[config.mk]
export PLATFORM = sky130hd
export DESIGN_NAME = tlf_framer
export DESIGN_NICKNAME = d
export VERILOG_FILES = /design/src/hdl/tlf_pkg.sv /design/src/hdl/tlf_stream_if.sv /design/src/hdl/tlf_framer.sv /design/src/hdl/tlf_pair_buf.sv
export SDC_FILE = /design/constraint.sdc
export NUM_CORES = 1
export LEC_CHECK = 0
export CAP_MARGIN = 5
export CORE_MARGIN = 4
export CORE_UTILIZATION = 65
export DETAILED_ROUTE_END_ITERATION = 8
export DONT_BUFFER_PORTS = 1
export GPL_TIMING_DRIVEN = 0
export HOLD_SLACK_MARGIN = 0.02
export PLACE_DENSITY = 0.86
export SYNTH_ARGS = -nofsm -noshare
export SYNTH_HDL_FRONTEND = slang
export SYNTH_SLANG_ARGS = --single-unit
[constraint.sdc]
create_clock -name core_clk -period 12.83 [get_ports core_clk]
set_input_delay 0.6415 -clock core_clk [delete_from_list [all_inputs] [get_ports core_clk]]
set_output_delay 0.6415 -clock core_clk [all_outputs]
set_load 0.02 [all_outputs]
[src/hdl/tlf_pkg.sv]
// constants, types and code table of the ternary line framer
package tlf_pkg;

  // ----------------------------------------------------------------
  // timing
  // ----------------------------------------------------------------
  localparam int TLF_CLK_HZ    = 50_000_000;
  localparam int TLF_BAUD      = 120_000;
  localparam int TLF_RATE_GCD  = 40_000;
  localparam int TLF_TICK_STEP = TLF_BAUD / TLF_RATE_GCD;
  localparam int TLF_TICK_MOD  = TLF_CLK_HZ / TLF_RATE_GCD;

  // ----------------------------------------------------------------
  // frame layout, positions counted from 1
  // ----------------------------------------------------------------
  localparam logic [6:0] TLF_FRAME_LEN  = 7'h78;
  localparam logic [6:0] TLF_PAY1_LAST  = 7'h54;
  localparam logic [6:0] TLF_CL_POS     = 7'h55;
  localparam logic [6:0] TLF_PAY2_FIRST = 7'h56;
  localparam logic [6:0] TLF_PAY2_LAST  = 7'h6d;
  localparam logic [6:0] TLF_FW_FIRST   = 7'h6e;
  localparam logic [6:0] TLF_NT_OFFSET  = 7'h3c;
  localparam logic [6:0] TLF_POS_FIRST  = 7'h01;
  localparam int         TLF_FW_LEN     = 11;
  localparam logic [2:0] TLF_SYNC_HITS  = 3'h4;
  localparam logic [7:0] TLF_LOS_MIN    = 8'h3c;
  localparam logic [7:0] TLF_LOS_MAX    = 8'hc8;

  // ----------------------------------------------------------------
  // scrambler taps, in bit delays
  // ----------------------------------------------------------------
  localparam int TLF_SCR_LEN    = 23;
  localparam int TLF_TAP_DOWN   = 5;
  localparam int TLF_TAP_UP     = 18;

  // ----------------------------------------------------------------
  // symbols and alphabets
  // ----------------------------------------------------------------
  typedef logic [1:0] tlf_sym_t;
  localparam tlf_sym_t SZ = 2'h0;
  localparam tlf_sym_t SP = 2'h1;
  localparam tlf_sym_t SM = 2'h3;

  typedef enum logic [1:0] {
    ALPHABET_FIRST,
    ALPHABET_SECOND,
    ALPHABET_THIRD,
    ALPHABET_FOURTH
  } tlf_alpha_t;

  localparam logic [1:0] N1 = 2'h0;
  localparam logic [1:0] N2 = 2'h1;
  localparam logic [1:0] N3 = 2'h2;
  localparam logic [1:0] N4 = 2'h3;

  // default frame words: arbitrary 11-symbol patterns, first symbol at the top
  localparam logic [21:0] TLF_FW_DOWN_DEF = {SP, SP, SP, SM, SM, SP, SM, SZ, SP, SM, SM};
  localparam logic [21:0] TLF_FW_UP_DEF   = {SM, SP, SM, SM, SP, SM, SM, SM, SP, SP, SP};

  // ----------------------------------------------------------------
  // ternary block code: [nibble][alphabet] = {sym0, sym1, sym2, next}
  // ----------------------------------------------------------------
  localparam logic [7:0] TLF_ENC_TAB [0:15][0:3] = '{
    '{{SP,SZ,SP,N3}, {SZ,SM,SZ,N1}, {SZ,SM,SZ,N2}, {SZ,SM,SZ,N3}},
    '{{SZ,SM,SP,N1}, {SZ,SM,SP,N2}, {SZ,SM,SP,N3}, {SZ,SM,SP,N4}},
    '{{SP,SM,SZ,N1}, {SP,SM,SZ,N2}, {SP,SM,SZ,N3}, {SP,SM,SZ,N4}},
    '{{SZ,SZ,SP,N2}, {SZ,SZ,SP,N3}, {SZ,SZ,SP,N4}, {SM,SM,SZ,N2}},
    '{{SM,SP,SZ,N1}, {SM,SP,SZ,N2}, {SM,SP,SZ,N3}, {SM,SP,SZ,N4}},
    '{{SZ,SP,SP,N3}, {SM,SZ,SZ,N1}, {SM,SZ,SZ,N2}, {SM,SZ,SZ,N3}},
    '{{SM,SP,SP,N2}, {SM,SP,SP,N3}, {SM,SM,SP,N2}, {SM,SM,SP,N3}},
    '{{SM,SZ,SP,N1}, {SM,SZ,SP,N2}, {SM,SZ,SP,N3}, {SM,SZ,SP,N4}},
    '{{SP,SZ,SZ,N2}, {SP,SZ,SZ,N3}, {SP,SZ,SZ,N4}, {SZ,SM,SM,N2}},
    '{{SP,SM,SP,N2}, {SP,SM,SP,N3}, {SP,SM,SP,N4}, {SM,SM,SM,N1}},
    '{{SP,SP,SM,N2}, {SP,SP,SM,N3}, {SP,SM,SM,N2}, {SP,SM,SM,N3}},
    '{{SP,SZ,SM,N1}, {SP,SZ,SM,N2}, {SP,SZ,SM,N3}, {SP,SZ,SM,N4}},
    '{{SP,SP,SP,N4}, {SM,SP,SM,N1}, {SM,SP,SM,N2}, {SM,SP,SM,N3}},
    '{{SZ,SP,SZ,N2}, {SZ,SP,SZ,N3}, {SZ,SP,SZ,N4}, {SM,SZ,SM,N2}},
    '{{SZ,SP,SM,N1}, {SZ,SP,SM,N2}, {SZ,SP,SM,N3}, {SZ,SP,SM,N4}},
    '{{SP,SP,SZ,N3}, {SZ,SZ,SM,N1}, {SZ,SZ,SM,N2}, {SZ,SZ,SM,N3}}
  };

endpackage

[src/hdl/tlf_stream_if.sv]
// valid/ready word stream between the framer and its buffer
interface tlf_stream_if #(
  parameter int W = 4
);
  logic [W-1:0] data;
  logic         valid;
  logic         ready;

  modport src (
    output data,
    output valid,
    input  ready
  );

  modport snk (
    input  data,
    input  valid,
    output ready
  );
endinterface

[src/hdl/tlf_framer.sv]
// network-end framer: ternary block coding, scrambling, frame build and frame hunt
module tlf_framer
  import tlf_pkg::*;
#(
  parameter logic [21:0] FW_DOWN = TLF_FW_DOWN_DEF,
  parameter logic [21:0] FW_UP   = TLF_FW_UP_DEF
) (
  input  wire logic       core_clk,
  input  wire logic       arst_n,
  input  wire logic [1:0] line_rx_sym,
  input  wire logic       line_rx_clk,
  output logic      [1:0] line_tx_sym,
  output logic            line_tx_stb,
  input  wire logic [3:0] tx_data,
  input  wire logic       tx_valid,
  output logic            tx_ready,
  output logic            tx_underrun,
  output logic      [3:0] rx_data,
  output logic            rx_valid,
  input  wire logic       rx_ready,
  output logic            rx_overrun,
  output logic            rx_code_err,
  input  wire logic [1:0] cl_tx_sym,
  output logic      [1:0] cl_rx_sym,
  input  wire logic [7:0] los_limit,
  output logic            frame_sync,
  output logic            sync_event
);

  // ----------------------------------------------------------------
  // state
  // ----------------------------------------------------------------
  typedef enum logic [1:0] {
    ST_HUNT,
    ST_CONFIRM,
    ST_SYNC
  } tlf_rx_state_t;

  typedef struct packed {
    logic [2:0]              clk_sync;
    logic [2:0][1:0]         sym_sync;
    logic                    clk_lvl;
    logic [10:0]             acc;
    tlf_rx_state_t           st;
    logic [6:0]              rx_pos;
    logic [21:0]             win;
    logic [2:0]              hits;
    logic [7:0]              misses;
    logic [3:0]              rx_blk;
    logic [TLF_SCR_LEN-1:0]  rx_scr;
    logic [1:0]              cl_rx;
    logic [3:0]              rx_word;
    logic                    rx_push;
    logic                    code_err;
    logic [6:0]              tx_pos;
    tlf_alpha_t              tx_alpha;
    logic [3:0]              tx_blk;
    logic [TLF_SCR_LEN-1:0]  tx_scr;
    logic [1:0]              tx_sym;
    logic                    tx_stb;
    logic                    underrun;
    logic                    sync_evt;
  } tlf_state_t;

  tlf_state_t s_q;
  tlf_state_t s_d;

  // ----------------------------------------------------------------
  // helpers
  // ----------------------------------------------------------------
  function automatic logic is_payload(input logic [6:0] pos);
    is_payload = (pos >= TLF_POS_FIRST && pos <= TLF_PAY1_LAST) ||
                 (pos >= TLF_PAY2_FIRST && pos <= TLF_PAY2_LAST);
  endfunction

  // symbol index inside the current three-symbol block
  function automatic logic [1:0] blk_index(input logic [6:0] pos);
    logic [6:0] base;
    logic [6:0] rem;
    base      = (pos <= TLF_PAY1_LAST) ? TLF_POS_FIRST : TLF_PAY2_FIRST;
    rem       = (pos - base) % 7'h03;
    blk_index = rem[1:0];
  endfunction

  function automatic logic [6:0] pos_next(input logic [6:0] pos);
    pos_next = (pos == TLF_FRAME_LEN) ? TLF_POS_FIRST : pos + 7'h01;
  endfunction

  // self-synchronising scrambler, bit 3 first; descramble shifts in the line bit
  function automatic logic [TLF_SCR_LEN+3:0] scramble(
    input logic [3:0]             din,
    input logic [TLF_SCR_LEN-1:0] st,
    input int                     tap,
    input logic                   descr
  );
    logic [TLF_SCR_LEN-1:0] r;
    logic [3:0]             o;
    r = st;
    o = '0;
    for (int i = 3; i >= 0; i--) begin
      o[i] = din[i] ^ r[tap-1] ^ r[TLF_SCR_LEN-1];
      r    = {r[TLF_SCR_LEN-2:0], descr ? din[i] : o[i]};
    end
    scramble = {r, o};
  endfunction

  // decoding is alphabet-free: any table entry that matches names its nibble
  function automatic logic [4:0] decode(input logic [5:0] blk);
    logic [3:0] n;
    logic       hit;
    n   = 4'h0;
    hit = (blk == {SZ, SZ, SZ});
    for (int r = 0; r < 16; r++) begin
      for (int a = 0; a < 4; a++) begin
        if (TLF_ENC_TAB[r][a][7:2] == blk) begin
          n   = 4'(r);
          hit = 1'b1;
        end
      end
    end
    decode = {~hit, n};
  endfunction

  function automatic logic [7:0] clamp_limit(input logic [7:0] lim);
    if (lim < TLF_LOS_MIN) begin
      clamp_limit = TLF_LOS_MIN;
    end else if (lim > TLF_LOS_MAX) begin
      clamp_limit = TLF_LOS_MAX;
    end else begin
      clamp_limit = lim;
    end
  endfunction

  // ----------------------------------------------------------------
  // buffer toward the user
  // ----------------------------------------------------------------
  tlf_stream_if #(.W(4)) rx_in ();
  tlf_stream_if #(.W(4)) rx_out ();

  assign rx_in.data   = s_q.rx_word;
  assign rx_in.valid  = s_q.rx_push;
  assign rx_data      = rx_out.data;
  assign rx_valid     = rx_out.valid;
  assign rx_out.ready = rx_ready;
  // the line cannot be held off, so a full buffer can only be reported
  assign rx_overrun   = s_q.rx_push && !rx_in.ready;

  tlf_pair_buf #(.W(4)) u_buf (
    .core_clk (core_clk),
    .arst_n   (arst_n),
    .in_s     (rx_in.snk),
    .out_s    (rx_out.src)
  );

  // ----------------------------------------------------------------
  // next state
  // ----------------------------------------------------------------
  logic                   sym_evt;
  logic [1:0]             sym;
  logic [21:0]            win_n;
  logic                   match;
  logic [6:0]             rxp;
  logic [7:0]             limit;
  logic                   local_tick;
  logic                   tx_tick;
  logic [6:0]             txp;
  logic [4:0]             dec;
  logic [TLF_SCR_LEN+3:0] scr;
  logic [7:0]             enc;

  assign limit    = clamp_limit(los_limit);
  assign tx_ready = tx_tick && is_payload(txp) && (blk_index(txp) == 2'h0);

  always_comb begin
    s_d        = s_q;
    sym_evt    = 1'b0;
    sym        = s_q.sym_sync[2];
    win_n      = s_q.win;
    match      = 1'b0;
    rxp        = s_q.rx_pos;
    local_tick = 1'b0;
    tx_tick    = 1'b0;
    txp        = s_q.tx_pos;
    dec        = '0;
    scr        = '0;
    enc        = '0;

    s_d.clk_sync = {s_q.clk_sync[1:0], line_rx_clk};
    s_d.sym_sync = {s_q.sym_sync[1:0], line_rx_sym};
    s_d.rx_push  = 1'b0;
    s_d.tx_stb   = 1'b0;
    s_d.underrun = 1'b0;
    s_d.sync_evt = 1'b0;

    // recovered symbol clock; a rise counts once stages two and three agree
    if (s_q.clk_sync[2] == s_q.clk_sync[1] && s_q.clk_sync[2] != s_q.clk_lvl) begin
      s_d.clk_lvl = s_q.clk_sync[2];
      sym_evt     = s_q.clk_sync[2];
    end

    // local 120 kbaud rate for free running before sync
    if (32'(s_q.acc) + TLF_TICK_STEP >= TLF_TICK_MOD) begin
      s_d.acc    = 11'(32'(s_q.acc) + TLF_TICK_STEP - TLF_TICK_MOD);
      local_tick = 1'b1;
    end else begin
      s_d.acc = 11'(32'(s_q.acc) + TLF_TICK_STEP);
    end

    // ----------------------------------------------------------------
    // receive: frame hunt and payload
    // ----------------------------------------------------------------
    if (sym_evt) begin
      win_n     = {s_q.win[19:0], sym};
      s_d.win   = win_n;
      match     = (win_n == FW_DOWN);
      rxp       = pos_next(s_q.rx_pos);
      s_d.rx_pos = rxp;
      case (s_q.st)
        ST_HUNT: begin
          if (match) begin
            s_d.st     = ST_CONFIRM;
            s_d.rx_pos = TLF_FRAME_LEN;
            rxp        = TLF_FRAME_LEN;
            s_d.hits   = 3'h1;
          end
        end
        ST_CONFIRM: begin
          if (rxp == TLF_FRAME_LEN) begin
            if (!match) begin
              s_d.st = ST_HUNT;
            end else if (s_q.hits + 3'h1 == TLF_SYNC_HITS) begin
              s_d.st       = ST_SYNC;
              s_d.misses   = '0;
              s_d.rx_scr   = '0;
              s_d.code_err = 1'b0;
              s_d.sync_evt = 1'b1;
            end else begin
              s_d.hits = s_q.hits + 3'h1;
            end
          end
        end
        ST_SYNC: begin
          if (rxp == TLF_FRAME_LEN) begin
            if (match) begin
              s_d.misses = '0;
            end else if (s_q.misses + 8'h01 >= limit) begin
              s_d.st       = ST_HUNT;
              s_d.misses   = '0;
              s_d.sync_evt = 1'b1;
            end else begin
              s_d.misses = s_q.misses + 8'h01;
            end
          end
          if (is_payload(rxp)) begin
            case (blk_index(rxp))
              2'h0: s_d.rx_blk[3:2] = sym;
              2'h1: s_d.rx_blk[1:0] = sym;
              default: begin
                dec          = decode({s_q.rx_blk, sym});
                scr          = scramble(dec[3:0], s_q.rx_scr, TLF_TAP_DOWN, 1'b1);
                s_d.rx_scr   = scr[TLF_SCR_LEN+3:4];
                s_d.rx_word  = scr[3:0];
                s_d.rx_push  = 1'b1;
                s_d.code_err = dec[4];
              end
            endcase
          end else if (rxp == TLF_CL_POS) begin
            s_d.cl_rx = sym;
          end
        end
        default: s_d.st = ST_HUNT;
      endcase
    end

    // ----------------------------------------------------------------
    // transmit: slaved to receive timing once in sync
    // ----------------------------------------------------------------
    if (s_q.st == ST_SYNC) begin
      tx_tick = sym_evt;
      s_d.acc = '0;  // divider restarts, so no local tick crowds the last line tick at loss
      txp     = (rxp > TLF_FRAME_LEN - TLF_NT_OFFSET) ?
                rxp - (TLF_FRAME_LEN - TLF_NT_OFFSET) : rxp + TLF_NT_OFFSET;
    end else begin
      tx_tick = local_tick;
      txp     = pos_next(s_q.tx_pos);
    end

    if (tx_tick) begin
      s_d.tx_pos = txp;
      s_d.tx_stb = 1'b1;
      if (is_payload(txp)) begin
        case (blk_index(txp))
          2'h0: begin
            scr          = scramble(tx_valid ? tx_data : 4'h0, s_q.tx_scr,
                                    TLF_TAP_UP, 1'b0);
            s_d.tx_scr   = scr[TLF_SCR_LEN+3:4];
            enc          = TLF_ENC_TAB[scr[3:0]][s_q.tx_alpha];
            s_d.tx_alpha = tlf_alpha_t'(enc[1:0]);
            s_d.tx_sym   = enc[7:6];
            s_d.tx_blk   = enc[5:2];
            s_d.underrun = !tx_valid;
          end
          2'h1:    s_d.tx_sym = s_q.tx_blk[3:2];
          default: s_d.tx_sym = s_q.tx_blk[1:0];
        endcase
      end else if (txp == TLF_CL_POS) begin
        s_d.tx_sym = cl_tx_sym;
      end else begin
        s_d.tx_sym = FW_UP[2*(TLF_FRAME_LEN - txp) +: 2];
      end
    end
  end

  // ----------------------------------------------------------------
  // registers
  // ----------------------------------------------------------------
  always_ff @(posedge core_clk or negedge arst_n) begin
    if (!arst_n) begin
      s_q          <= '0;
      s_q.st       <= ST_HUNT;
      s_q.rx_pos   <= TLF_POS_FIRST;
      s_q.tx_pos   <= TLF_FRAME_LEN;
      s_q.tx_alpha <= ALPHABET_FIRST;
    end else begin
      s_q <= s_d;
    end
  end

  assign line_tx_sym = s_q.tx_sym;
  assign line_tx_stb = s_q.tx_stb;
  assign tx_underrun = s_q.underrun;
  assign rx_code_err = s_q.code_err;
  assign cl_rx_sym   = s_q.cl_rx;
  assign frame_sync  = (s_q.st == ST_SYNC);
  assign sync_event  = s_q.sync_evt;

endmodule

[src/hdl/tlf_pair_buf.sv]
// two-entry buffer with valid and ready on both sides
module tlf_pair_buf
  import tlf_pkg::*;
#(
  parameter int W = 4
) (
  input  wire logic    core_clk,
  input  wire logic    arst_n,
  tlf_stream_if.snk    in_s,
  tlf_stream_if.src    out_s
);

  // ----------------------------------------------------------------
  // state
  // ----------------------------------------------------------------
  typedef struct packed {
    logic [1:0][W-1:0] mem;
    logic              rd;
    logic              wr;
    logic [1:0]        cnt;
  } tlf_buf_state_t;

  tlf_buf_state_t s_q;
  tlf_buf_state_t s_d;
  logic           push;
  logic           pop;

  assign in_s.ready  = (s_q.cnt != 2'h2);
  assign out_s.valid = (s_q.cnt != 2'h0);
  assign out_s.data  = s_q.mem[s_q.rd];

  always_comb begin
    s_d  = s_q;
    push = in_s.valid && in_s.ready;
    pop  = out_s.valid && out_s.ready;
    if (push) begin
      s_d.mem[s_q.wr] = in_s.data;
      s_d.wr          = ~s_q.wr;
    end
    if (pop) begin
      s_d.rd = ~s_q.rd;
    end
    case ({push, pop})
      2'b10:   s_d.cnt = s_q.cnt + 2'h1;
      2'b01:   s_d.cnt = s_q.cnt - 2'h1;
      default: s_d.cnt = s_q.cnt;
    endcase
  end

  always_ff @(posedge core_clk or negedge arst_n) begin
    if (!arst_n) begin
      s_q <= '0;
    end else begin
      s_q <= s_d;
    end
  end

endmodule

Word-level counts from Yosys, hierarchy flattened

Memory sizes are Yosys's and may differ from the RTL's.
Index checks and enable logic that the tools add are counted.

Register bits after elaboration: 149
Memory bits (read-only): 512
Input bits: 21
Output and inout bits: 16
Logic and storage cells: 310
Memories kept: 1

Add/subtract/negate cells: 13
Div/mod/pow operators: 2
Magnitude comparators: 18
Eq/ne operators: 53
Shifts and indexed selects: 1
Muxes and demuxes: 135
Bitwise logic cells: 23
Reduce and logical (&&, ||, !) cells: 33

Memory list:

| memory          | words | width | rd ports | clocked after Yosys merged registers in | wr ports | RTL line          | source |
|---|---|---|---|---|---|---|---|
| (no name shown) | 16    | 32    | 1        | 0                                       | 0        | tlf_framer.sv:297 | `enc = TLF_ENC_TAB[scr[3:0]][s_q.tx_alpha];` |

Operators with widths:

| kind                                                                         | number |
|---|---|
| 4-bit 2-to-1 mux                                                             | 31 |
| 23-bit 2-to-1 mux                                                            | 4 |
| 7-bit 2-to-1 mux                                                             | 10 |
| 32-bit 2-to-1 mux                                                            | 2 |
| 8-bit 2-to-1 mux                                                             | 8 |
| 5-bit by 6-bit equality test with 1-bit output, first input constant         | 9 |
| 6-bit equality test, first input constant                                    | 9 |
| 1-bit 2-to-1 mux                                                             | 47 |
| 23-bit case mux with 2 select lines                                          | 1 |
| 11-bit 2-to-1 mux                                                            | 4 |
| 7-bit equality test, second input constant                                   | 5 |
| 22-bit by 33-bit indexed part select with 2-bit output, first input constant | 1 |
| 7-bit <= comparator, second input constant                                   | 4 |
| 2-bit 2-to-1 mux                                                             | 14 |
| 27-bit 2-to-1 mux                                                            | 1 |
| 22-bit by 21-bit equality test with 1-bit output, second input constant      | 1 |
| 3-bit by 6-bit equality test with 1-bit output, first input constant         | 3 |
| 4-bit by 6-bit equality test with 1-bit output, first input constant         | 3 |
| 8-bit binary-select mux with 2-bit select                                    | 1 |
| 2-bit inequality test, second input constant                                 | 8 |
| 8-bit case mux with 2 select lines                                           | 1 |
| 4-bit AND reduction                                                          | 4 |
| 1-bit XOR                                                                    | 16 |
| 7-bit by 1-bit adder with 7-bit output, second input constant                | 2 |
| 52 further kinds                                                             | 89 |

Depth between registers and ports, before layout

Gate-level depths: netlist of the first run.

Depth after elaboration: 36
Depth in mapped cells: 45

Cells and area by module

Synthesis of the first run repeated with hierarchy kept, for this count alone.

Cell total of the unflattened synthesis: 1,347
Area total of the unflattened synthesis: 11,431.0 um^2

By module, submodules not included:

| module       | instances | cells each | area each (um^2) | sequential area each (um^2) |
|---|---|---|---|---|
| tlf_framer   | 1         | 1,309      | 10,859.2         | 3,434.5 |
| tlf_pair_buf | 1         | 38         | 571.8            | 300.3 |

Least setup slack after synthesis of the first run

Ideal clock, no wire load.

Path type: register -> output
Start point: register s_q[109] (netlist bit)
End point: output tx_ready
Arrival time: 8.729 ns
Path slack: 3.460 ns
Cell stages (with the launch flop): 41
Cell sequence: dfstp_2 ha_1 xnor2_1 o21bai_1 o31a_1 inv_1 ha_1 nand3_1 o31a_1 a211oi_1 nor3_1 or2_1 buf_2 o32ai_1 nand2_1 nand2_1 ha_1 inv_1 (+5 left out) nor3_1 o21ai_0 inv_1 ha_1 and2_1 a211oi_4 clkbuf_1 o21ai_0 nor3_1 nor2_1 ha_1 and3_1 a311o_1 or4_4 a2111o_1 a32oi_4 buf_2 inv_1

Cells in the longest elaborated chain, start to end: 14
Elaborated cells between the ends (all ways): 24

RTL lines:

| element                                                                       | RTL line                           | source |
|---|---|---|
| start, declared                                                               | tlf_framer.sv:65                   | `tlf_state_t s_q;` |
| 7-bit by 1-bit adder with 7-bit output or 7-bit equality test (tied branches) | tlf_framer.sv:86                   | `pos_next = (pos == TLF_FRAME_LEN) ? TLF_POS_FIRST : pos + 7'h01;` |
| 7-bit 2-to-1 mux                                                              | tlf_framer.sv:86                   |  |
| 7-bit 2-to-1 mux                                                              | tlf_framer.sv:220                  | `if (match) begin` |
| 7-bit 2-to-1 mux                                                              | tlf_framer.sv:218                  | `case (s_q.st)` |
| 7-bit 2-to-1 mux *                                                            | tlf_framer.sv:212                  | `if (sym_evt) begin` |
| 7-bit by 6-bit adder with 7-bit output (tied with other cells)                | tlf_framer.sv:282                  | `rxp - (TLF_FRAME_LEN - TLF_NT_OFFSET) : rxp + TLF_NT_OFFSET;` |
| 7-bit 2-to-1 mux *                                                            | tlf_framer.sv:281                  | `txp = (rxp > TLF_FRAME_LEN - TLF_NT_OFFSET) ?` |
| 7-bit 2-to-1 mux *                                                            | tlf_framer.sv:278                  | `if (s_q.st == ST_SYNC) begin` |
| 7-bit <= comparator                                                           | tlf_framer.sv:72, tlf_framer.sv:80 |  |
| 7-bit 2-to-1 mux                                                              | tlf_framer.sv:80                   | `base = (pos <= TLF_PAY1_LAST) ? TLF_POS_FIRST : TLF_PAY2_FIRST;` |
| 7-bit subtractor                                                              | tlf_framer.sv:81                   | `rem = (pos - base) % 7'h03;` |
| 7-bit by 2-bit remainder unit with 7-bit output                               | tlf_framer.sv:81                   |  |
| 2-bit logical NOT                                                             | tlf_framer.sv:172                  | `assign tx_ready = tx_tick && is_payload(txp) && (blk_index(txp) == 2'h0);` |
| 1-bit logical AND *                                                           | tlf_framer.sv:172                  |  |
| end, declared                                                                 | tlf_framer.sv:16                   | `output logic tx_ready,` |

Mark *: on every way between the ends. The rest lies on a longest branch, timed or not.

Worst setup path in the final report of the first run

Start point: register s_q, in the netlist sym[1]
End point: output tx_ready

Cells in the longest elaborated chain, start to end: 13
Elaborated cells between the ends (all ways): 22

RTL lines:

| element                                                        | RTL line                           | source |
|---|---|---|
| 22-bit by 21-bit equality test with 1-bit output *             | tlf_framer.sv:215                  | `match = (win_n == FW_DOWN);` |
| 7-bit 2-to-1 mux *                                             | tlf_framer.sv:220                  |  |
| 7-bit 2-to-1 mux *                                             | tlf_framer.sv:218                  |  |
| 7-bit 2-to-1 mux *                                             | tlf_framer.sv:212                  |  |
| 7-bit by 6-bit adder with 7-bit output (tied with other cells) | tlf_framer.sv:282                  |  |
| 7-bit 2-to-1 mux *                                             | tlf_framer.sv:281                  |  |
| 7-bit 2-to-1 mux *                                             | tlf_framer.sv:278                  |  |
| 7-bit <= comparator                                            | tlf_framer.sv:72, tlf_framer.sv:80 |  |
| 7-bit 2-to-1 mux                                               | tlf_framer.sv:80                   |  |
| 7-bit subtractor                                               | tlf_framer.sv:81                   |  |
| 7-bit by 2-bit remainder unit with 7-bit output                | tlf_framer.sv:81                   |  |
| 2-bit logical NOT                                              | tlf_framer.sv:172                  |  |
| 1-bit logical AND *                                            | tlf_framer.sv:172                  |  |

Marks and branches as above.

==> flow_metrics.env, run 1 <==
export IMPL_rsz0062_at_grt="no"
export IMPL_drt_iter0_markers=870
export IMPL_clk_pin_slew_ns=0.06
export IMPL_synthDistinctLibCells=89
export IMPL_area_growth_pct=8.522
export IMPL_multi_input_area_sq_um=6171
export IMPL_synth_ff_type="dfrtp_1"
export IMPL_slowest_stage="nor4_1"
export IMPL_portBuffers=0
export IMPL_rows=45
export IMPL_start_kind="flop"
export IMPL_rrSetupSlack_ns=2.24
export IMPL_drive_above_1_share_pct=6.853
export IMPL_gp_congestion=0.9429
export IMPL_grt_pass1_vias=8758
export IMPL_rr_startpoint="sym[1]"
export IMPL_grt_start_max_net_pins=145
export IMPL_initial_utilization_pct=67.38
export IMPL_tightest_slew_ns=0.9872
export IMPL_fp_dieW_microns=134.5
export IMPL_ys_seq_elements=149
export IMPL_yosysWarnings=0
export IMPL_drv_cap=0
export IMPL_layout_commonest_cell="nand2_1"
export IMPL_layout_area_seq_sq_um=3735
export IMPL_status="complete, no violations"
export IMPL_layout_min_cycle_time_ns=11.47
export IMPL_top_usage_layer="met2"
export IMPL_fmax_mhz=87.21
export IMPL_synth_fp_nets=1293
export IMPL_synthCells=1222
export IMPL_cp_common_cell="nand2_1"
export IMPL_clk_insertion_delay_late_ns=0.43
export IMPL_die_y_microns=134.5
export IMPL_synth_avg_cell_area_sq_um=8.507
export IMPL_nFillCells=1153
export IMPL_cts_hold_buf=1
export IMPL_totalWireLength_microns=23970
export IMPL_crit_type="flop to primary output"
export IMPL_grt_pass1_wl_microns=40970
export IMPL_drtAntennaViolNets=0
export IMPL_wl_per_cell_microns=16.35
export IMPL_n_antenna_cell=0
export IMPL_arrival_ns=10.83
export IMPL_reg2reg_depth=40
export IMPL_antenna_found_initial=0
export IMPL_worst_path_max_fanout=10
export IMPL_core_sq_um=15430
export IMPL_yosysSeqAreaShare_pct=35.93
export IMPL_fin_crit_sh_pct=89.38
export IMPL_clock_path_buffers=2
export IMPL_hold_class="input pin to async pin"
export IMPL_vias_per_cell=6.267
export IMPL_cp_num_buf_inv=8
export IMPL_setup_viol=0
export IMPL_synth_edf_count=0
export IMPL_cts_setup_buffers=0
export IMPL_dieArea_sq_um=18080
export IMPL_dr_pass1_iters=6
export IMPL_relSlewSlack_pct=33.79
export IMPL_slew_viol_final=0
export IMPL_setup_worst_path_end_class="primary output"
export IMPL_synthArstFlopShare_pct=100.0
export IMPL_remaining_drc_errors=0
export IMPL_yosys_area_top_type="dfrtp_1"
export IMPL_cts_root_buf="clkbuf_16"
export IMPL_nets=1313
export IMPL_cts_tree="yes"
export IMPL_synth_top_cell_area_share_pct=34.67
export IMPL_final_cell_mix="nand2_1 (206), dfrtp_1 (144), o21ai_0 (102)"
export IMPL_gr_usage_met1_pct=36.67
export IMPL_syn_area_sq_um=10390
export IMPL_place_hpwl_microns=16570
export IMPL_grt_util_met2_pct=44.27
export IMPL_setup_tns_ns=0
export IMPL_r2r_end="s_q[22]"
export IMPL_num_vias=9187
export IMPL_synth_area_leaders="dfrtp_1 (35%), nand2_1 (7.4%), ha_1 (5.8%), o21ai_0 (4.9%), xnor2_1 (3.1%)"
export IMPL_ios=37
export IMPL_grt_usage_pct=27.22
export IMPL_skew_ns=0.01035
export IMPL_cts_sinks=149
export IMPL_crit_family="compound AO/OA/AOI/OAI gates"
export IMPL_worstPathRequired_ns=12.19
export IMPL_hold_viol_final=0
export IMPL_met3_usage_pct=5.440
export IMPL_cp_slowest_stage_delay_ns=0.62
export IMPL_cts_buffers=17
export IMPL_h_tree_depth=4
export IMPL_grt_ovfl_total=0
export IMPL_cts_resized=0
through the flow:
stage	setup WS, ns	cells	util [%]	hold slack, ns	instance area (sq um)
floorplan	3.460	1222	-	0.3312	10400
global placement	2.078	1433	69.09	0.3350	10660
detailed placement	1.874	1433	69.09	0.3372	10660
CTS	1.406	1466	73.12	0.04535	11280
global route	0.5351	1466	73.12	0.03166	11280
finish	1.363	1466	73.12	0.05841	11280
worst max-delay path by stage:
stage,slack [ns],cells after the start,from,endpoint
after floorplan,3.46,40,s_q[109],tx_ready
after global placement,2.08,40,s_q[91],tx_ready
after detailed placement,1.87,40,s_q[91],tx_ready
after CTS,1.41,40,s_q[91],tx_ready
after global routing,0.54,40,sym[1],tx_ready
final,1.36,40,sym[1],tx_ready
cells in the mapped netlist, types with 4 or more instances:
master and number:
nand2_1 206, nand4_1 16, xor2_1 30, a221oi_1 6, and3_1 13, a21o_1 8, a211oi_1 13, mux2_2 20
nor2b_1 7, a211o_1 4, o221ai_1 4, a22oi_1 25, and2_1 10, a41oi_1 4, buf_2 7, buf_4 5
dfstp_2 5, xnor2_1 37, ha_1 48, or2_2 5, mux2i_1 14, mux2_1 18, o21ai_0 102, nor3b_1 4
o31ai_1 6, clkbuf_1 45, a21oi_1 59, nand4b_1 7, o21a_1 4, inv_1 57, dfrtp_1 144, nor3_1 24
o22ai_1 9, a311oi_1 6, nor2_1 80, nand3_1 37, nand2b_1 17, a31oi_1 12, or3_1 7, nand3b_1 7
o211ai_1 7, nor4_1 5
sequential cells by signal, indices dropped and copies added (netlist names), 2 cells and up:
register,count
cl_rx_sym,2
line_tx_sym,2
rx_in.data,4
s_d,6
s_q,116
sym,2
u_buf.s_q,12
cells by family after synthesis:
logic type                 share of synthesized area, %
muxes                                             5.465
AOI/OAI and AO/OA                                 20.46
DFF                                               35.93
adders and majority gates                         6.259
xor gates and xnor gates                          6.295
buffers and inverters                             4.706
and+or+nand+nor                                   20.88
layer usage:
metal | vias to the layer above | share of wire (%)
met5 | - | 0
met4 | 0 | 2.4
met3 | 50 | 6.1
met2 | 313 | 47
met1 | 4395 | 44
li1 | 4429 | -
cell type report:
type,count,share of cell area [%]
clock buffer,19,4.015
clock inverter,13,1.253
buffer,62,2.440
sequential,149,33.11
tap,211,2.340
multi-input combinational,954,54.70
timing repair buffer,1,0.2440
inverter,57,1.897
Power of run 1 is not shown: default switching activity piles up to over one toggle a cycle in this logic, so the estimate is an artifact.
==> run 2: changes to the inputs <==
Settings changed: CORE_ASPECT_RATIO set to 1.1, CTS_BUF_LIST set to sky130_fd_sc_hd__clkbuf_2.
==> run 2 against run 1 <==
  * Fmax shrank 1.8%
  * Critical path depth is the same
  * Non-clock buffer count up 5
  * Global-route usage fell by 1.7 points
==> flow_metrics.env, run 2 (synthesized netlist as in run 1, its figures left out) <==
export IMPL_fmax_mhz=85.68
export IMPL_cts_sinks=149
export IMPL_totalWireLength_microns=22580
export IMPL_cts_tree="yes"
export IMPL_cts_setup_buffers=0
export IMPL_vias_per_cell=6.157
export IMPL_grt_pass1_vias=8578
export IMPL_layout_commonest_cell="nand2_1"
export IMPL_dieArea_sq_um=18080
export IMPL_layout_area_seq_sq_um=3735
export IMPL_drv_cap=0
export IMPL_slowest_stage="or4_4"
export IMPL_skew_ns=0.04640
export IMPL_ios=37
export IMPL_rsz0062_at_grt="no"
export IMPL_initial_utilization_pct=66.32
export IMPL_multi_input_area_sq_um=6177
export IMPL_portBuffers=0
export IMPL_cp_common_cell="nand2_1"
export IMPL_remaining_drc_errors=0
export IMPL_nFillCells=1201
export IMPL_num_vias=8989
export IMPL_drtAntennaViolNets=0
export IMPL_hold_viol_final=0
export IMPL_antenna_found_initial=0
export IMPL_worst_path_max_fanout=10
export IMPL_crit_family="compound AO/OA/AOI/OAI gates"
export IMPL_relSlewSlack_pct=38.00
export IMPL_cts_root_buf="clkbuf_2"
export IMPL_grt_ovfl_total=0
export IMPL_clk_insertion_delay_late_ns=0.77
export IMPL_hold_class="input pin to flop"
export IMPL_grt_start_max_net_pins=150
export IMPL_grt_usage_pct=25.54
export IMPL_rrSetupSlack_ns=2.39
export IMPL_clock_path_buffers=2
export IMPL_final_cell_mix="nand2_1 (206), dfrtp_1 (144), o21ai_0 (102)"
export IMPL_setup_worst_path_end_class="primary output"
export IMPL_setup_tns_ns=0
export IMPL_setup_viol=0
export IMPL_cp_num_buf_inv=8
export IMPL_drt_iter0_markers=640
export IMPL_cts_buffers=17
export IMPL_nets=1318
export IMPL_fp_dieW_microns=128.6
export IMPL_drive_above_1_share_pct=6.746
export IMPL_gp_congestion=0.9421
export IMPL_slew_viol_final=0
export IMPL_worstPathRequired_ns=12.19
export IMPL_crit_type="flop to primary output"
export IMPL_arrival_ns=11.03
export IMPL_wl_per_cell_microns=15.47
export IMPL_clk_pin_slew_ns=0.26
export IMPL_largest_reg_flops=116
export IMPL_tightest_slew_ns=0.9245
export IMPL_start_kind="flop"
export IMPL_rows=48
export IMPL_layout_min_cycle_time_ns=11.67
export IMPL_fin_crit_sh_pct=90.97
export IMPL_die_y_microns=140.6
export IMPL_area_growth_pct=5.621
export IMPL_status="complete, no violations"
export IMPL_grt_pass1_wl_microns=38940
export IMPL_core_sq_um=15680
export IMPL_h_tree_depth=4
export IMPL_cp_slowest_stage_delay_ns=0.52
export IMPL_n_antenna_cell=0
export IMPL_top_register="s_q"
export IMPL_place_hpwl_microns=16170
export IMPL_dr_pass1_iters=5
-- run 2: cell types whose count changed in the layout (fill, tap and decap cells not counted), sizes merged --
cell,change
dlygate4sd3,+5
clkbuf,-2
clkinv,-2
clkinvlp,+2
bufinv,+1
inv,+1
-- run 2: stage by stage --
step,std cells,setup WS (ns),hold WS (ns),instance area [sq um],util (%)
finish,1460,1.158,0.08207,10980,70.04
global route,1460,0.1682,0.02708,10980,70.04
detailed placement,1422,1.981,0.3378,10650,67.91
floorplan,1222,3.460,0.3312,10400,-
CTS,1460,1.069,0.04538,10970,70.00
global placement,1422,2.242,0.3431,10650,67.91
-- run 2: repair_timing --
item | in CTS | in global routing
setup endpoints to repair | 0 | 1
resized for setup | 0 | 1
hold buffers | 6 | 0
endpoints found under the hold margin | 153 | 0
-- run 2: layer usage --
layer	up-vias	wire [microns]	global-route usage (%)
li1	4440	-	-
met1	4281	10330	34.32
met2	222	10850	42.41
met3	46	948	4.282
met4	0	449	8.015
met5	-	0	0
-- run 2: path summary, 6_finish.rpt --
path	start	end	cells after the start
min in group asynchronous	arst_n	u_buf.s_q[1]	2
max reg2reg	s_q[87]	s_q[10]	40
min reg2reg	s_d[132]	s_d[134]	0
max	s_q[87]	tx_ready	40
min	rx_ready	u_buf.s_q[3]	2
max in group asynchronous	arst_n	s_q[84]	2
-- run 2: final cells by class --
| type | count | share of cell area (%) |
|---|---|---|
| buffer | 62 | 2.507 |
| clock inverter | 15 | 1.504 |
| sequential | 149 | 34.02 |
| clock buffer | 17 | 0.7749 |
| inverter | 57 | 1.949 |
| timing repair buffer | 6 | 0.7066 |
| tap | 200 | 2.279 |
| multi-input combinational | 954 | 56.26 |
-- run 2: worst register-to-register path, delay by kind of cell (launching register included) --
kind            cells  cell delay [ns]
compound gates     12             3.63
simple gates       15             2.95
buf+inv             7             1.48
fa+ha+maj           5             1.48
flops               1             0.46
mux                 1             0.33
Power of run 2 is left out for the same reason.
==> run 3: changes to the inputs <==
Settings changed: ABC_AREA set to 1, CELL_PAD_IN_SITES_DETAIL_PLACEMENT set to 1, CELL_PAD_IN_SITES_GLOBAL_PLACEMENT set to 1, CORE_UTILIZATION 65 to 49, PLACE_DENSITY 0.86 to 0.87.
==> run 3 against run 2 <==
  * Setup slack gained 2.2 ns
  * Synthesized area decreased by 3.9%
  * Die area up 26%
  * Final cell count increased by 14%
  * Core utilization fell by 17 points
  * Wire length rose by 16%
  * Cell area decreased by 3.1%
  * Via count up 1.1%
  * Register-to-register slack improved by 2.1 ns
  * Fmax increased by 23%
  * Critical path depth rose by 18
==> flow_metrics.env, run 3 <==
export IMPL_synthArstFlopShare_pct=100.0
export IMPL_synthDistinctLibCells=61
export IMPL_totalWireLength_microns=26210
export IMPL_relSlewSlack_pct=25.75
export IMPL_ys_seq_elements=149
export IMPL_hold_viol_final=0
export IMPL_yosysSeqAreaShare_pct=37.41
export IMPL_arrival_ns=8.87
export IMPL_ios=37
export IMPL_yosysMostFrequentCell="nand2_1"
export IMPL_synth_fp_nets=1440
export IMPL_synth_edf_count=0
export IMPL_p_leak_nw=5.497
export IMPL_synth_ff_type="dfrtp_1"
export IMPL_cp_common_cell="nand2_1"
export IMPL_clk_insertion_delay_late_ns=0.77
export IMPL_portBuffers=0
export IMPL_die_y_microns=157.7
export IMPL_worstPathRequired_ns=12.19
export IMPL_hold_class="input pin to flop"
export IMPL_tightest_slew_ns=1.114
export IMPL_yosys_area_top_type="dfrtp_1"
export IMPL_cts_root_buf="clkbuf_2"
export IMPL_final_util_pct=53.36
export IMPL_vias_per_cell=5.471
export IMPL_place_hpwl_microns=19650
export IMPL_setup_viol=0
export IMPL_cts_sinks=149
export IMPL_fin_ws_ns=3.321
export IMPL_setup_worst_path_end_class="primary output"
export IMPL_cts_hold_buf=7
export IMPL_status="complete, no violations"
export IMPL_nets=1466
export IMPL_synthCells=1369
export IMPL_slew_viol_final=0
export IMPL_cts_tree="yes"
export IMPL_h_tree_depth=4
export IMPL_drv_cap=0
export IMPL_powerDensity_nw_per_um2=165.8
export IMPL_fp_dieW_microns=144.1
export IMPL_top_register="s_q"
export IMPL_grt_ovfl_total=0
export IMPL_dieArea_sq_um=22730
export IMPL_initial_utilization_pct=50.09
export IMPL_cts_buffers=17
export IMPL_setup_tns_ns=0
export IMPL_largest_reg_flops=116
export IMPL_drt_iter0_markers=341
export IMPL_cp_slowest_stage_delay_ns=0.67
export IMPL_layout_min_cycle_time_ns=9.509
export IMPL_layout_commonest_cell="nand2_1"
export IMPL_clk_pin_slew_ns=0.27
export IMPL_gp_congestion=0.8891
export IMPL_remaining_drc_errors=0
export IMPL_p_total_mw=1.764
export IMPL_grt_usage_pct=24.13
export IMPL_core_sq_um=19930
export IMPL_vdd_drop_max_mv=0.1675
export IMPL_grt_pass1_wl_microns=45050
export IMPL_antenna_found_initial=1
export IMPL_drtAntennaViolNets=0
export IMPL_synth_avg_cell_area_sq_um=7.293
export IMPL_worst_path_max_fanout=10
export IMPL_wl_per_cell_microns=15.78
export IMPL_drive_above_1_share_pct=8.736
export IMPL_rsz0062_at_grt="no"
export IMPL_cts_setup_buffers=0
export IMPL_dr_pass1_iters=6
export IMPL_grt_start_max_net_pins=150
export IMPL_slowest_stage="dfstp_2"
export IMPL_clock_path_buffers=2
export IMPL_synth_top_cells_by_count="nand2_1 (400), inv_1 (180), dfrtp_1 (144)"
export IMPL_area_growth_pct=6.516
export IMPL_crit_type="flop to primary output"
export IMPL_num_vias=9087
export IMPL_fmax_mhz=105.2
export IMPL_fin_crit_sh_pct=74.11
export IMPL_rows=54
export IMPL_final_cell_mix="nand2_1 (400), inv_1 (180), dfrtp_1 (144)"
export IMPL_grt_pass1_vias=9522
export IMPL_skew_ns=0.06077
export IMPL_syn_area_sq_um=9985
export IMPL_synth_area_leaders="dfrtp_1 (36%), nand2_1 (15%), inv_1 (6.8%), ha_1 (6.0%), o21ai_0 (5.3%)"
export IMPL_yosysWarnings=0
export IMPL_synth_top_cell_area_share_pct=36.09
export IMPL_start_kind="flop"
export IMPL_dp_slack_ns=4.228
export IMPL_cts_resized=0
[run 3: changes by cell type after synthesis, moves of 13 or more]
cell / previous run / this run
nand2_1: 206 / 400
nand3_1: 37 / 94
nand2_2: 0 / 15
mux2_2: 20 / 0
nand2b_1: 17 / 0
a22oi_1: 25 / 10
mux2_1: 18 / 0
xnor2_1: 37 / 11
nor2_1: 80 / 93
inv_1: 57 / 180
a21oi_1: 59 / 31
clkbuf_1: 45 / 16
[run 3: metal layers]
metal	GRT usage (%)	up-vias	wire length, microns	share of wire, %
li1	-	4485	-	-
met1	29.23	4451	11520	44
met2	44.30	110	13630	52
met3	3.716	41	635	2.4
met4	6.682	0	427	1.6
met5	0	-	0	0
[run 3: critical path: cells and delay by family, from the launching register on]
kind,cells,cell delay [ns]
and+or+nand+nor,40,4.55
DFF,1,0.67
adders and majority gates,6,1.47
buffers and inverters,9,0.96
AOI/OAI and AO/OA,3,0.45
[run 3: through the flow]
stage / area [sq um] / cells / hold WS (ns)
2_1_floorplan: 9985 / 1369 / 0.3312
3_3_place_gp: 10300 / 1621 / 0.3351
3_5_place_dp: 10300 / 1621 / 0.3372
4_1_cts: 10630 / 1660 / 0.1324
5_1_grt: 10640 / 1661 / 0.1857
6_report: 10640 / 1661 / 0.2125
[run 3: cell families (layout without fill, tap and decap cells)]
kind of cell	count (synthesis)	count (layout)	share of synthesized area [%]
buffers and inverters	224	263	8.997
other	0	1	0
AOI/OAI and AO/OA	215	215	12.87
DFF	149	149	37.41
muxes	2	2	0.2005
and+or+nand+nor	688	688	30.51
xor gates and xnor gates	41	41	3.596
adders and majority gates	50	50	6.416
[run 3: path summary, 6_finish.rpt]
check                              from             end  slack [ns]  cells after the start
max in group asynchronous        arst_n         s_q[34]       11.73                      2
setup / recovery               s_q[109]        tx_ready        3.32                     58
hold reg to reg                s_d[134]          sym[0]        0.39                      0
setup reg to reg               s_q[109]         s_q[19]        4.46                     61
min in group asynchronous        arst_n    u_buf.s_q[3]        0.46                      2
hold / removal             cl_tx_sym[1]  line_tx_sym[1]        0.21                      4
[run 3: cell type report]
| class | instances | area [sq um] |
|---|---|---|
| tap | 252 | 315.3 |
| antenna | 1 | 2.502 |
| fill | 2607 | 9296 |
| buffer | 32 | 177.7 |
| clock buffer | 17 | 85.08 |
| multi-input combinational | 996 | 5351 |
| timing repair buffer | 7 | 87.58 |
| sequential | 149 | 3735 |
| inverter | 192 | 720.7 |
| clock inverter | 15 | 160.2 |
[run 3: report_power, final]
part           switching (mW)  total (mW)  internal [mW]
Clock                   0.213       0.278         0.0644
Sequential             0.0405       0.554          0.513
Combinational           0.625       0.932          0.307
Total                   0.879        1.76          0.885
Power figures use the tool's default switching activity.
